===== src/rtl/ssc_pkg.sv =====
// Shared constants for the synchronous serial controller core
`default_nettype none
package ssc_pkg;
  // ==================================================
  // Register bus
  localparam int ADDR_W = 8;               // Byte address width
  localparam int DATA_W = 32;              // Bus data width
  localparam logic [7:0] OFS_CTRL = 8'h00;          // Enables
  localparam logic [7:0] OFS_CLK_MODE = 8'h04;      // Divider ratio
  localparam logic [7:0] OFS_RX_CLK_MODE = 8'h10;   // Rx clock and start
  localparam logic [7:0] OFS_RX_FRAME_MODE = 8'h14; // Rx compare pattern
  localparam logic [7:0] OFS_TX_CLK_MODE = 8'h18;   // Tx clock and start
  localparam logic [7:0] OFS_TX_FRAME_MODE = 8'h1c; // Tx idle data level
  localparam logic [7:0] OFS_RX_HOLD = 8'h20;       // Received word
  localparam logic [7:0] OFS_TX_HOLD = 8'h24;       // Word to send
  localparam logic [7:0] OFS_STATUS = 8'h40;        // Flags
  localparam logic [7:0] OFS_IRQ_MASK = 8'h4c;      // Flag enables
  localparam logic [31:0] RST_REG = 32'h0000_0000;  // All registers
  // ==================================================
  // Field layout
  localparam int DIV_W = 12;               // Divider ratio width
  localparam int CTRL_RX_EN = 0;           // Receiver enable bit
  localparam int CTRL_TX_EN = 1;           // Transmitter enable bit
  localparam int MODE_W = 12;              // Clock mode register width
  localparam int CKS_LSB = 0;              // Clock source, 2 bits
  localparam int CKO_LSB = 2;              // Clock output mode, 2 bits
  localparam int CKI_BIT = 4;              // Internal clock invert
  localparam int START_LSB = 8;            // Start selection, 4 bits
  localparam int PAT_W = 8;                // Compare pattern width
  localparam int DEF_BIT = 0;              // Tx idle level bit
  localparam int ST_W = 8;                 // Status width
  localparam int ST_TX_FREE = 0;           // Holding free
  localparam int ST_TX_EMPTY = 1;          // Holding and shifter empty
  localparam int ST_RX_AVAIL = 4;          // Word available
  localparam int ST_RX_OVR = 5;            // Overrun
  // ==================================================
  // Encodings
  localparam logic [1:0] CKS_DIV = 2'h0;   // Divided clock
  localparam logic [1:0] CKS_OTHER = 2'h1; // Other side clock
  localparam logic [1:0] CKS_PIN = 2'h2;   // Own clock pin
  localparam logic [1:0] CKO_NONE = 2'h0;  // Pin is an input
  localparam logic [1:0] CKO_CONT = 2'h1;  // Driven always
  localparam logic [1:0] CKO_XFER = 2'h2;  // Driven during transfer
  localparam logic [3:0] ST_CONT = 4'h0;   // Continuous
  localparam logic [3:0] ST_OTHER = 4'h1;  // With other side
  localparam logic [3:0] ST_LOW = 4'h2;    // Frame sync low
  localparam logic [3:0] ST_HIGH = 4'h3;   // Frame sync high
  localparam logic [3:0] ST_FALL = 4'h4;   // Falling edge
  localparam logic [3:0] ST_RISE = 4'h5;   // Rising edge
  localparam logic [3:0] ST_LEVEL = 4'h6;  // Any level change
  localparam logic [3:0] ST_EDGE = 4'h7;   // Any edge
  localparam logic [3:0] ST_CMP = 4'h8;    // Pattern match, rx only
endpackage
`default_nettype wire


===== src/rtl/ssc_clk_div.sv =====
// Common master clock divider with 50% duty output
`default_nettype none
module ssc_clk_div
  import ssc_pkg::*;
(
  input wire logic clk,                // Master clock
  input wire logic reset_n,            // Async reset, active low
  input wire logic [DIV_W-1:0] ratio,  // Half period in clocks
  output logic div_clk                 // Divided clock level
);
  // ==================================================
  // State
  typedef struct packed {
    logic [DIV_W-1:0] cnt;  // Clocks spent in this level
    logic level;            // Output level
  } ssc_div_t;
  ssc_div_t s, n;

  // Next state: toggle after ratio clocks, idle at zero
  always_comb begin
    n = s;
    if (ratio == '0) begin           // Inactive
      n.cnt = '0;
      n.level = 1'b0;
    end else if (s.cnt >= ratio - 1'b1) begin  // Level done
      n.cnt = '0;
      n.level = ~s.level;
    end else begin
      n.cnt = s.cnt + 1'b1;
    end
  end

  // Register
  always_ff @(posedge clk or negedge reset_n) begin
    if (!reset_n) begin
      s <= '0;
    end else begin
      s <= n;
    end
  end

  assign div_clk = s.level;

  property p_div_off;
    @(posedge clk) disable iff (!reset_n) (ratio == '0) |=> !div_clk;
  endproperty
  a_div_off: assert property (p_div_off) else $error("divider runs at ratio zero");

  property p_div_level;
    @(posedge clk) disable iff (!reset_n)
      ($changed(div_clk) && $stable(ratio) && ratio == $past(ratio, 2) && ratio != '0) |-> ($past(s.cnt) == ratio - 1'b1);
  endproperty
  a_div_level: assert property (p_div_level) else $error("divided level has wrong length");
endmodule
`default_nettype wire


===== src/rtl/ssc_start_det.sv =====
// Start event selection for one side
`default_nettype none
module ssc_start_det
  import ssc_pkg::*;
(
  input wire logic [3:0] sel,   // Start selection
  input wire logic strobe,      // Bit clock edge of this side
  input wire logic fs,          // Frame sync now
  input wire logic fs_prev,     // Frame sync at last edge
  input wire logic other,       // Other side started
  input wire logic cont,        // Continuous condition
  input wire logic cmp_hit,     // Pattern match
  output logic go               // Start now
);
  // Decode the chosen event
  always_comb begin
    case (sel)
      ST_CONT: go = strobe & cont;
      ST_OTHER: go = other;
      ST_LOW: go = strobe & !fs;
      ST_HIGH: go = strobe & fs;
      ST_FALL: go = strobe & fs_prev & !fs;
      ST_RISE: go = strobe & !fs_prev & fs;
      ST_LEVEL, ST_EDGE: go = strobe & (fs ^ fs_prev);
      ST_CMP: go = strobe & cmp_hit;
      default: go = 1'b0;       // Unused codes never start
    endcase
  end
endmodule
`default_nettype wire


===== src/rtl/ssc_core.sv =====
// Synchronous serial controller core: clocks, start, tx and rx paths
//
// What this block does
// - Twelve-bit divider ratio, divide up to 8190
// - Ratio zero keeps the divider idle
// - Each divided level lasts ratio master clocks
// - Divided clock duty is 50% while a nonzero ratio is held
// - Divided clock feeds both transmitter and receiver
// - Tx clock from pin, rx clock, divider
// - Rx clock from pin, tx clock, divider
// - Inversion affects internal clock, not pins
// - Tx clock pin driven always or during transfer
// - Rx clock pin driven always or during transfer
// - Frame begins on its configured start event
// - Tx empty when holding and shifter empty
// - Load into shifter sets tx holding free
// - Full rx shifter copies to holding, flags
// - Unread word overwritten, overrun flag set
// - Continuous start on write or enable
// - Frame sync edge, level or other side start
// - Receiver may start on pattern match
// - Sides independent, may borrow clock or start
// - Interrupt when unmasked status flag pending
`default_nettype none
module ssc_core
  import ssc_pkg::*;
#(
  parameter int WORD_BITS = 8          // Bits per data word
) (
  input wire logic clk,                // Master clock, 40 MHz
  input wire logic reset_n,            // Async reset, active low
  input wire logic [ADDR_W-1:0] addr,  // Register byte address
  input wire logic [DATA_W-1:0] wdata, // Write data
  input wire logic wr,                 // Write strobe
  input wire logic rd,                 // Read strobe
  output logic [DATA_W-1:0] rdata,     // Read data, cycle after rd
  output logic irq,                    // Interrupt, active high
  input wire logic tx_clock_pin_in,    // Tx clock pin level
  output logic tx_clock_pin_out,       // Tx clock pin drive
  output logic tx_clock_pin_oe_n,      // Tx clock pin enable, low drives
  input wire logic rx_clock_pin_in,    // Rx clock pin level
  output logic rx_clock_pin_out,       // Rx clock pin drive
  output logic rx_clock_pin_oe_n,      // Rx clock pin enable, low drives
  input wire logic tx_frame_sync_pin,  // Tx frame sync input
  input wire logic rx_frame_sync_pin,  // Rx frame sync input
  input wire logic rx_data_pin,        // Serial data in
  output logic tx_data_pin             // Serial data out
);
  localparam int CNT_W = $clog2(WORD_BITS + 1);  // Bit counter width

  // ==================================================
  // State
  typedef enum logic {TX_IDLE, TX_SHIFT} ssc_tx_state_t;
  typedef enum logic {RX_IDLE, RX_RECV} ssc_rx_state_t;
  typedef struct packed {
    logic [4:0] sync_a;            // First sync stage
    logic [4:0] sync_b;            // Second sync stage
    logic [1:0] ctrl;              // Enables
    logic [DIV_W-1:0] div_ratio;   // Divider ratio
    logic [MODE_W-1:0] tx_mode;    // Tx clock mode
    logic [MODE_W-1:0] rx_mode;    // Rx clock mode
    logic [PAT_W-1:0] tx_frame;    // Tx frame mode
    logic [PAT_W-1:0] rx_frame;    // Rx compare pattern
    logic [ST_W-1:0] irq_mask;     // Interrupt enables
    logic tx_sel;                  // Selected tx clock
    logic rx_sel;                  // Selected rx clock
    logic tx_int_prev;             // Last internal tx clock
    logic rx_int_prev;             // Last internal rx clock
    logic tx_fs_prev;              // Tx frame sync at last edge
    logic rx_fs_prev;              // Rx frame sync at last edge
    ssc_tx_state_t tx_state;       // Tx sequencer
    logic [WORD_BITS-1:0] tx_hold; // Tx holding register
    logic [WORD_BITS-1:0] tx_shift;// Tx shifter
    logic tx_full;                 // Holding occupied
    logic [CNT_W-1:0] tx_cnt;      // Bits left after current
    logic tx_data;                 // Data pin level
    logic tx_start_q;              // Tx started, for rx
    ssc_rx_state_t rx_state;       // Rx sequencer
    logic [WORD_BITS-1:0] rx_shift;// Rx shifter
    logic [WORD_BITS-1:0] rx_hold; // Rx holding register
    logic [CNT_W-1:0] rx_cnt;      // Bits still to sample
    logic rx_avail;                // Word available
    logic rx_ovr;                  // Overrun
    logic [PAT_W-1:0] rx_hist;     // Last bits seen
    logic rx_start_q;              // Rx started, for tx
    logic [DATA_W-1:0] rdata;      // Read data
  } ssc_core_t;
  ssc_core_t s, n;

  logic div_clk;                   // Divided clock
  logic tx_int, rx_int;            // Internal clocks after inversion
  logic tx_fall, rx_rise;          // Working edges
  logic tx_go, rx_go;              // Start detector outputs
  logic tx_start, rx_start;        // Qualified starts
  logic rx_done;                   // Word complete
  logic [WORD_BITS-1:0] rx_word;   // Completed word
  logic [PAT_W-1:0] hist_next;     // History with new bit
  logic rd_hold, rd_status;        // Clearing reads
  logic [ST_W-1:0] status_word;    // Status register view

  // ==================================================
  // Shared divider
  ssc_clk_div u_div (
    .clk(clk),
    .reset_n(reset_n),
    .ratio(s.div_ratio),
    .div_clk(div_clk)
  );

  // ==================================================
  // Start detectors
  ssc_start_det u_tx_start (
    .sel(s.tx_mode[START_LSB+:4]),
    .strobe(tx_fall),
    .fs(s.sync_b[2]),
    .fs_prev(s.tx_fs_prev),
    .other(s.rx_start_q),
    .cont(s.tx_full),
    .cmp_hit(1'b0),
    .go(tx_go)
  );

  ssc_start_det u_rx_start (
    .sel(s.rx_mode[START_LSB+:4]),
    .strobe(rx_rise),
    .fs(s.sync_b[3]),
    .fs_prev(s.rx_fs_prev),
    .other(s.tx_start_q),
    .cont(s.ctrl[CTRL_RX_EN]),
    .cmp_hit(hist_next == s.rx_frame),
    .go(rx_go)
  );

  // ==================================================
  // Edge and start terms
  always_comb begin
    tx_int = s.tx_sel ^ s.tx_mode[CKI_BIT];
    rx_int = s.rx_sel ^ s.rx_mode[CKI_BIT];
    tx_fall = !tx_int && s.tx_int_prev;
    rx_rise = rx_int && !s.rx_int_prev;
    hist_next = {s.rx_hist[PAT_W-2:0], s.sync_b[4]};
    // Transmit needs a word waiting and the side enabled
    tx_start = tx_go && s.tx_state == TX_IDLE && s.tx_full && s.ctrl[CTRL_TX_EN];
    rx_start = rx_go && s.rx_state == RX_IDLE && s.ctrl[CTRL_RX_EN];
    rx_done = rx_rise && s.rx_state == RX_RECV && s.rx_cnt == CNT_W'(1);
    rx_word = {s.rx_shift[WORD_BITS-2:0], s.sync_b[4]};
    rd_hold = rd && addr == OFS_RX_HOLD;
    rd_status = rd && addr == OFS_STATUS;
    status_word = '0;
    status_word[ST_TX_FREE] = !s.tx_full;
    status_word[ST_TX_EMPTY] = !s.tx_full && s.tx_state == TX_IDLE;
    status_word[ST_RX_AVAIL] = s.rx_avail;
    status_word[ST_RX_OVR] = s.rx_ovr;
  end

  // ==================================================
  // Next state
  always_comb begin
    n = s;
    // Pins through two flops
    n.sync_a = {rx_data_pin, rx_frame_sync_pin, tx_frame_sync_pin, rx_clock_pin_in, tx_clock_pin_in};
    n.sync_b = s.sync_a;
    // Tx clock source; other side is taken registered to avoid loops
    case (s.tx_mode[CKS_LSB+:2])
      CKS_OTHER: n.tx_sel = s.rx_sel;
      CKS_PIN: n.tx_sel = s.sync_b[0];
      default: n.tx_sel = div_clk;
    endcase
    // Rx clock source
    case (s.rx_mode[CKS_LSB+:2])
      CKS_OTHER: n.rx_sel = s.tx_sel;
      CKS_PIN: n.rx_sel = s.sync_b[1];
      default: n.rx_sel = div_clk;
    endcase
    n.tx_int_prev = tx_int;
    n.rx_int_prev = rx_int;
    if (tx_fall) begin          // Frame sync seen at tx edges
      n.tx_fs_prev = s.sync_b[2];
    end
    if (rx_rise) begin          // Frame sync seen at rx edges
      n.rx_fs_prev = s.sync_b[3];
    end
    n.tx_start_q = tx_start;
    n.rx_start_q = rx_start;

    // Transmitter: drive new bit on falling internal edge
    case (s.tx_state)
      TX_IDLE: begin
        if (tx_start) begin     // Load shifter from holding
          n.tx_shift = s.tx_hold;
          n.tx_full = 1'b0;
          n.tx_data = s.tx_hold[WORD_BITS-1];
          n.tx_cnt = CNT_W'(WORD_BITS - 1);
          n.tx_state = TX_SHIFT;
        end
      end
      TX_SHIFT: begin
        if (tx_fall) begin
          if (s.tx_cnt == '0) begin   // Last bit sent
            n.tx_state = TX_IDLE;
            n.tx_data = s.tx_frame[DEF_BIT];
          end else begin              // Next bit, MSB first
            n.tx_shift = {s.tx_shift[WORD_BITS-2:0], 1'b0};
            n.tx_data = s.tx_shift[WORD_BITS-2];
            n.tx_cnt = s.tx_cnt - 1'b1;
          end
        end
      end
      default: n.tx_state = TX_IDLE;
    endcase

    // Receiver: sample on rising internal edge
    if (rx_rise && s.ctrl[CTRL_RX_EN]) begin   // Pattern history
      n.rx_hist = hist_next;
    end
    case (s.rx_state)
      RX_IDLE: begin
        if (rx_start) begin     // Sample from next edge
          n.rx_cnt = CNT_W'(WORD_BITS);
          n.rx_state = RX_RECV;
        end
      end
      RX_RECV: begin
        if (rx_rise) begin
          n.rx_shift = rx_word;
          n.rx_cnt = s.rx_cnt - 1'b1;
          if (rx_done) begin    // Word complete
            n.rx_cnt = CNT_W'(WORD_BITS);
            if (!(s.rx_mode[START_LSB+:4] == ST_CONT && s.ctrl[CTRL_RX_EN])) begin
              n.rx_state = RX_IDLE;
            end
          end
        end
      end
      default: n.rx_state = RX_IDLE;
    endcase
    if (!s.ctrl[CTRL_RX_EN]) begin   // Disable stops reception
      n.rx_state = RX_IDLE;
    end

    // Register reads: clears first, hardware sets win after
    n.rdata = '0;
    if (rd) begin
      case (addr)
        OFS_CTRL: n.rdata = DATA_W'(s.ctrl);
        OFS_CLK_MODE: n.rdata = DATA_W'(s.div_ratio);
        OFS_RX_CLK_MODE: n.rdata = DATA_W'(s.rx_mode);
        OFS_RX_FRAME_MODE: n.rdata = DATA_W'(s.rx_frame);
        OFS_TX_CLK_MODE: n.rdata = DATA_W'(s.tx_mode);
        OFS_TX_FRAME_MODE: n.rdata = DATA_W'(s.tx_frame);
        OFS_RX_HOLD: n.rdata = DATA_W'(s.rx_hold);
        OFS_STATUS: n.rdata = DATA_W'(status_word);
        OFS_IRQ_MASK: n.rdata = DATA_W'(s.irq_mask);
        default: n.rdata = '0;  // Unmapped reads zero
      endcase
    end
    if (rd_hold) begin
      n.rx_avail = 1'b0;
    end
    if (rd_status) begin
      n.rx_ovr = 1'b0;
    end
    if (rx_done) begin          // Copy out, overrun if unread
      n.rx_hold = rx_word;
      n.rx_avail = 1'b1;
      if (s.rx_avail && !rd_hold) begin
        n.rx_ovr = 1'b1;
      end
    end

    // Register writes
    if (wr) begin
      case (addr)
        OFS_CTRL: n.ctrl = wdata[1:0];
        OFS_CLK_MODE: n.div_ratio = wdata[DIV_W-1:0];
        OFS_RX_CLK_MODE: n.rx_mode = wdata[MODE_W-1:0];
        OFS_RX_FRAME_MODE: n.rx_frame = wdata[PAT_W-1:0];
        OFS_TX_CLK_MODE: n.tx_mode = wdata[MODE_W-1:0];
        OFS_TX_FRAME_MODE: n.tx_frame = wdata[PAT_W-1:0];
        OFS_TX_HOLD: begin      // New word waits for start
          n.tx_hold = wdata[WORD_BITS-1:0];
          n.tx_full = 1'b1;
        end
        OFS_IRQ_MASK: n.irq_mask = wdata[ST_W-1:0];
        default: n.ctrl = s.ctrl;  // Unmapped writes ignored
      endcase
    end
  end

  // Register
  always_ff @(posedge clk or negedge reset_n) begin
    if (!reset_n) begin
      s <= '0;
    end else begin
      s <= n;
    end
  end

  // ==================================================
  // Outputs
  assign rdata = s.rdata;
  assign irq = |(status_word & s.irq_mask);
  assign tx_data_pin = s.tx_data;
  assign tx_clock_pin_out = s.tx_sel;
  assign rx_clock_pin_out = s.rx_sel;
  assign tx_clock_pin_oe_n = !(s.tx_mode[CKO_LSB+:2] == CKO_CONT ||
                              (s.tx_mode[CKO_LSB+:2] == CKO_XFER && s.tx_state == TX_SHIFT));
  assign rx_clock_pin_oe_n = !(s.rx_mode[CKO_LSB+:2] == CKO_CONT ||
                              (s.rx_mode[CKO_LSB+:2] == CKO_XFER && s.rx_state == RX_RECV));

  // ==================================================
  // Checks
  property p_tx_load;
    @(posedge clk) disable iff (!reset_n)
      (tx_start && !(wr && addr == OFS_TX_HOLD)) |=> (status_word[ST_TX_FREE] && s.tx_state == TX_SHIFT);
  endproperty
  a_tx_load: assert property (p_tx_load) else $error("tx load did not free holding");

  property p_tx_empty;
    @(posedge clk) disable iff (!reset_n) (s.tx_full || s.tx_state == TX_SHIFT) |-> !status_word[ST_TX_EMPTY];
  endproperty
  a_tx_empty: assert property (p_tx_empty) else $error("tx empty while data held");

  property p_rx_copy;
    @(posedge clk) disable iff (!reset_n) rx_done |=> (s.rx_avail && s.rx_hold == $past(rx_word));
  endproperty
  a_rx_copy: assert property (p_rx_copy) else $error("rx word not copied");

  property p_rx_ovr;
    @(posedge clk) disable iff (!reset_n) (rx_done && s.rx_avail && !rd_hold) |=> s.rx_ovr;
  endproperty
  a_rx_ovr: assert property (p_rx_ovr) else $error("overrun not flagged");

  property p_tx_cko;
    @(posedge clk) disable iff (!reset_n) (s.tx_mode[CKO_LSB+:2] == CKO_NONE) |-> tx_clock_pin_oe_n;
  endproperty
  a_tx_cko: assert property (p_tx_cko) else $error("tx clock pin driven while input");

  property p_rx_cko;
    @(posedge clk) disable iff (!reset_n)
      (s.rx_mode[CKO_LSB+:2] == CKO_XFER && s.rx_state == RX_IDLE) |-> rx_clock_pin_oe_n;
  endproperty
  a_rx_cko: assert property (p_rx_cko) else $error("rx clock pin driven outside transfer");

  property p_tx_src;
    @(posedge clk) disable iff (!reset_n)
      (s.tx_mode[CKS_LSB+:2] == CKS_PIN) |=> (s.tx_sel == $past(s.sync_b[0]));
  endproperty
  a_tx_src: assert property (p_tx_src) else $error("tx clock not from pin");

  property p_tx_cont;
    @(posedge clk) disable iff (!reset_n)
      (s.tx_mode[START_LSB+:4] == ST_CONT && s.ctrl[CTRL_TX_EN] && s.tx_full && s.tx_state == TX_IDLE && tx_fall)
      |=> s.tx_state == TX_SHIFT;
  endproperty
  a_tx_cont: assert property (p_tx_cont) else $error("continuous tx did not start");

  property p_rx_fall;
    @(posedge clk) disable iff (!reset_n)
      (s.rx_mode[START_LSB+:4] == ST_FALL && s.ctrl[CTRL_RX_EN] && s.rx_state == RX_IDLE && rx_rise &&
       s.rx_fs_prev && !s.sync_b[3]) |=> s.rx_state == RX_RECV;
  endproperty
  a_rx_fall: assert property (p_rx_fall) else $error("rx missed falling frame sync");
endmodule
`default_nettype wire


===== config.mk =====
export PLATFORM = sky130hd
export DESIGN_NAME = ssc_core
export DESIGN_NICKNAME = d
export VERILOG_FILES = /design/src/rtl/ssc_pkg.sv /design/src/rtl/ssc_clk_div.sv /design/src/rtl/ssc_start_det.sv /design/src/rtl/ssc_core.sv
export SDC_FILE = /design/constraint.sdc
export NUM_CORES = 1
export LEC_CHECK = 0
export BUFFER_PORTS_ARGS = -buffer_cell sky130_fd_sc_hd__buf_2
export CAP_MARGIN = 20
export CORE_MARGIN = 2
export CORE_UTILIZATION = 45
export DETAILED_ROUTE_END_ITERATION = 12
export PLACE_DENSITY = 0.7
export RECOVER_POWER = 50
export SYNTH_ARGS = -nofsm -noshare
export SYNTH_HDL_FRONTEND = slang
export SYNTH_SLANG_ARGS = --single-unit

===== constraint.sdc =====
create_clock -name clk -period 3.5 [get_ports clk]
set_input_delay 0.7 -clock clk [delete_from_list [all_inputs] [get_ports clk]]
set_output_delay 0.7 -clock clk [all_outputs]
set_load 0.01 [all_outputs]

==> Word-level counts from Yosys, hierarchy flattened <==
Index checks and enable logic that the tools add are counted.
{ "totals": {"wordCells": 191, "output_inout_bits": 38, "regBits": 177, "inputBits": 49} }
{ "op_classes": {"eq_ne": 39, "n_mux": 38, "n_lt_le_gt_ge": 1, "n_reduce_logical": 51, "n_bitwise": 25, "addsub": 4} }
{ "op_table": {"columns": ["op", "count"], "rows": [
  ["$pmux 12 s9", 1],
  ["$eq 4x3->1 const B", 8],
  ["$eq 8x5->1 const B", 4],
  ["$mux 13", 2],
  ["$mux 12", 2],
  ["$reduce_and 2->1", 11],
  ["$and 1x1->1", 17],
  ["$logic_and 1x1->1", 17],
  ["$eq 4x2->1 const B", 4],
  ["$eq 8x6->1 const B", 2],
  ["$eq 8x7->1 const B", 2],
  ["$mux 4", 4],
  ["$mux 1", 15],
  ["$mux 7", 2],
  ["$pmux 7 s2", 1],
  ["$add 12x1->12 const B", 1],
  ["$eq 4x1->1 const B", 3],
  ["$ge 12x12->1", 1],
  ["$logic_not 12->1", 1],
  ["$logic_not 4->1", 3],
  ["$sub 12x1->12 const B", 1],
  ["$logic_not 1->1", 10],
  ["$pmux 5 s2", 1],
  ["$mux 9", 1],
  ["other kinds (23)", 44]
]} }

==> Logic depth before layout (Yosys ltp) <==
{ "logic_depth": {"depth_word": 13, "mapped_depth": 13, "mapped_depth_nobuf": 12} }

==> Modules after synthesis <==
A second synthesis with hierarchy kept.
{ "hier_totals": {"hier_cells": 663, "area_unflattened_um2": 7746.2} }
{ "modules_own_cells": {"columns": ["mod", "instances", "area_per_inst_um2", "cells_per_inst", "seq_area_each_um2"], "rows": [
  ["ssc_core", 1, 6476.2, 525, 3578.4],
  ["ssc_clk_div", 1, 1067.3, 114, 325.3],
  ["ssc_start_det", 2, 101.3, 12, 0.0]
]} }

==> Least setup slack after synthesis <==
OpenSTA, ideal clock, no wires.
{ "synth_path": {"kind": "reg-to-reg", "startpoint": "reg s[149] (netlist bit)", "endpoint": "reg u_div.s[10] (netlist bit)", "period_less_slack_ns": 2.857, "t_required_ns": 3.428, "path_stages_with_launch": 13, "arrival_ns": 2.785, "setup_ns": 0.072, "n_path_buf": 1, "setup_slack_ns": 0.643, "cell_sequence": "dfrtp_1 -> or4_1 -> nor3_1 -> nor2b_1 -> xnor2_1 -> ha_1 -> a211oi_1 -> nand2_1 -> a211oi_1 -> o31a_1 -> o21ai_0 -> clkbuf_1 -> nor2_1"} }
{ "synth_lines": {"columns": ["item", "line", "text"], "rows": [
  ["start: declaration", "ssc_core.sv:88", "ssc_core_t s, n;"],
  ["start signal: assignment", "ssc_core.sv:295", "s <= n;"],
  ["end signal: assignment", "ssc_clk_div.sv:38", "s <= n;"],
  ["end: declaration", "ssc_clk_div.sv:17", "ssc_div_t s, n;"]
]} }

==> results.md <==
* Area grow syn2layout at 11.0%
* Clock skew at between 0.01 and 0.015 ns
* Dpl hpwl at about 12000 um
* Total internal power at 3.13 mW
* Critical Path AT at around 3.5 ns
* DRC errors left at 0
* Vias per cell at approximately 5.5
* Final ANT Viol Nets at 0
* Worst IR Drop VDD at between 0.3 and 0.4 mV
* Post-synthesis register bit count at about 160
* Total grt overflow at 0
* Worst Tran Pin Value at between 2 and 3 ns
* Mapped Area at 7900 um2
* Share of flip-flops with an asynchronous set or reset at 100%
* Worst Path Required at between 3 and 4 ns
* Net Sw Power at ~1.1 mW
* Minimum clock period at ~3.1 ns
* CP Max Fanout at 12
* Failing checks: capacitance limit, slew limit
* CTS max path bufs at 2
* Initial antenna violation count at 3
* Clk pin slew, worst setup/hold paths at 0.06 ns
* Static Leak at roughly 4.2 nW
* Clk_lat worst skew at ~0.43 ns
* Sink Count at roughly 160
* Register share of total power at approximately 47%
* Placed insts at 933
* Port buffer count at 46
* Max-cap violations at 1
* Final setup viols at 0
* DIE WIDTH at 137 um
* Largest net degree at the start of global routing at 78
* Fillers at 1538
* Fin cells at around 970
* First DRT Iteration DRCs at between 300 and 400
* Total number of vias at roughly 5400
* Starting Density at between 40% and 50%
* Switching part of the total at between 20% and 30%
* Setup crit end kind: flop
* Std-Cell Rows at 48
* Final worst path period share at about 90%
* Kind of start point of the critical path: flop
* Unrepaired setup endpoints after global routing: no
* Commonest non-fill, non-tap cells in the layout: dfrtp_1 (156), mux2_2 (93), nand2_1 (64)
* Final Slew Violations at 46
* Leading cell type in the layout, fill and taps excluded: dfrtp_1
* Synth warn at 0
* Setup CP Type: reg -> reg
* CTS tree: built
* DR WL/cell at around 18 um
* Fin Hold WS at about 0.35 ns
* Register area share after synthesis at between 40% and 50%
* Clock network power share at a little over two fifths
* DRT Pass-1 Iters at 5
* Outcome: finished, violations left
* Pwr per Cell Area at approximately 480 nW/um2
* Total core area at roughly 17000 um2
* Global-route wire length before repair at roughly 28000 um
* Nets at 798
* Hold Path Class: reg -> reg
* Combinational share of power at 9.9%
* Layout cell share with drive strength beyond 1 at ~27%
* CTS root buf: clkbuf_16
* Setup_tns at 0 ns
* Max Fclk at about 0.32 GHz
* Post-synth cell types at 71
* Die ar. at around 19000 um2
* H-tree depth at 4
* Average size of a mapped cell at roughly 11 um2
* Cts repair resizes at 0
* Hold Vio Cnt, Final at 0
* Post-synth EDFFs at 0
* Setup Fix Bufs, Post-CTS at 0
* Gr usage total at between 10% and 20%
* Die H at 137 um
* Num CTS Buffers at 17
* Top Ports at 87
* Routed wire length at between 15000 and 20000 um
* Slew HR at -77.2%
* Hold-fix buffers at CTS at 0
* Post-Syn Instances at 693
* Placer Congestion at ~0.9
* Vias in the first global route at slightly above 5000
* Top FF cell, synth: dfrtp_1
state kept, by name, indices dropped and copies added, names as in the netlist:
name and count:
hist_next 8, n 5, rdata 12, rx_clock_pin_out 1, rx_word 7, s 108
tx_clock_pin_out 1, tx_data_pin 1, u_div.div_clk 1, u_div.s 12
power by group through the flow:
stage	registers (mW)	clock network, mW	logic (mW)
floorplan	1.97	0	0.309
global placement	2.00	0	0.413
detailed placement	2.00	0	0.425
CTS	1.97	1.89	0.428
global route	1.98	1.97	0.478
finish	1.97	1.84	0.421
cells in the mapped netlist, types with 6 or more instances:
library cell | count | share of area [%]
dfrtp_1 | 156 | 49
mux2_2 | 93 | 13
nand2_1 | 64 | 3.0
nor2_1 | 38 | 1.8
buf_4 | 34 | 3.2
ha_1 | 22 | 3.5
inv_1 | 20 | 0.95
nand3_1 | 20 | 1.3
o21ai_0 | 19 | 1.2
xnor2_1 | 17 | 1.9
xor2_1 | 17 | 1.9
clkbuf_1 | 14 | 0.67
a21oi_1 | 13 | 0.82
nor3_1 | 13 | 0.82
a22o_1 | 10 | 1.1
a22oi_1 | 10 | 0.95
mux2_4 | 10 | 1.9
nand4_1 | 7 | 0.55
a21o_1 | 6 | 0.57
and2_1 | 6 | 0.48
nor4_1 | 6 | 0.48
layout make-up:
class / count / area, um2 / share of cell area, %
clock inverters: 15 / 163 / 1.85
inverters: 20 / 75.1 / 0.856
well taps: 225 / 282 / 3.21
repair buffers: 53 / 294 / 3.35
diodes: 2 / 5.00 / 0.0571
flip-flops and latches: 156 / 3900 / 44.5
clock buffers: 17 / 425 / 4.85
multi-input cells: 479 / 3620 / 41.3
worst max-delay path, cell delays in order (launching register included):
cell and delay [ns]:
dfrtp_1 0.44, or4_1 0.58, nor3_1 0.19, nor2b_1 0.18, xnor2_1 0.14, ha_1 0.26, a211oi_1 0.26, nand2_1 0.11
a211oi_1 0.22, o31a_1 0.22, o21ai_0 0.09, buf_4 0.19, nor2_1 0.13
final timing paths:
path / to / slack (ns) / startpoint / cells after the start
max in group asynchronous: s[112] / 0.81 / reset_n / 2
worst min register to register: s[156] / 0.35 / n[156] / 0
worst max-delay path: u_div.s[4] / 0.40 / s[149] / 12
min in group asynchronous: n[159] / 1.12 / reset_n / 1
worst min-delay path: s[156] / 0.35 / n[156] / 0
worst max register to register: u_div.s[4] / 0.40 / s[149] / 12
cell families (layout without fill, tap and decap cells):
| kind of cell | after synthesis | count (layout) | synth area share, % |
|---|---|---|---|
| fa+ha+maj | 22 | 22 | 3.48 |
| compound gates | 105 | 105 | 9.64 |
| mux | 108 | 108 | 15.8 |
| simple gates | 190 | 190 | 12.2 |
| flops | 156 | 156 | 49.4 |
| xor+xnor | 34 | 34 | 3.77 |
| buf+inv | 77 | 105 | 5.62 |
| other cells | 1 | 22 | 0.0475 |
routing by layer:
layer	part of all wire [%]	wire, um	track usage [%]	up-vias
li1	-	-	-	2513
met1	46	8050	26.8	2640
met2	46	8000	30.2	167
met3	6.0	1050	5.78	30
met4	2.3	408	7.12	2
met5	0.074	13	0	-
stage by stage:
step	cell area (um2)	power (mW)	utilization [%]	setup slack, ns
floorplan	7970	2.28	-	0.643
global placement	8190	2.41	47.5	0.510
detailed placement	8190	2.43	47.5	0.435
CTS	8770	4.29	50.9	0.414
global route	8770	4.43	50.9	0.140
finish	8770	4.24	50.9	0.395
Note: power is estimated with default switching activity, not from simulation.
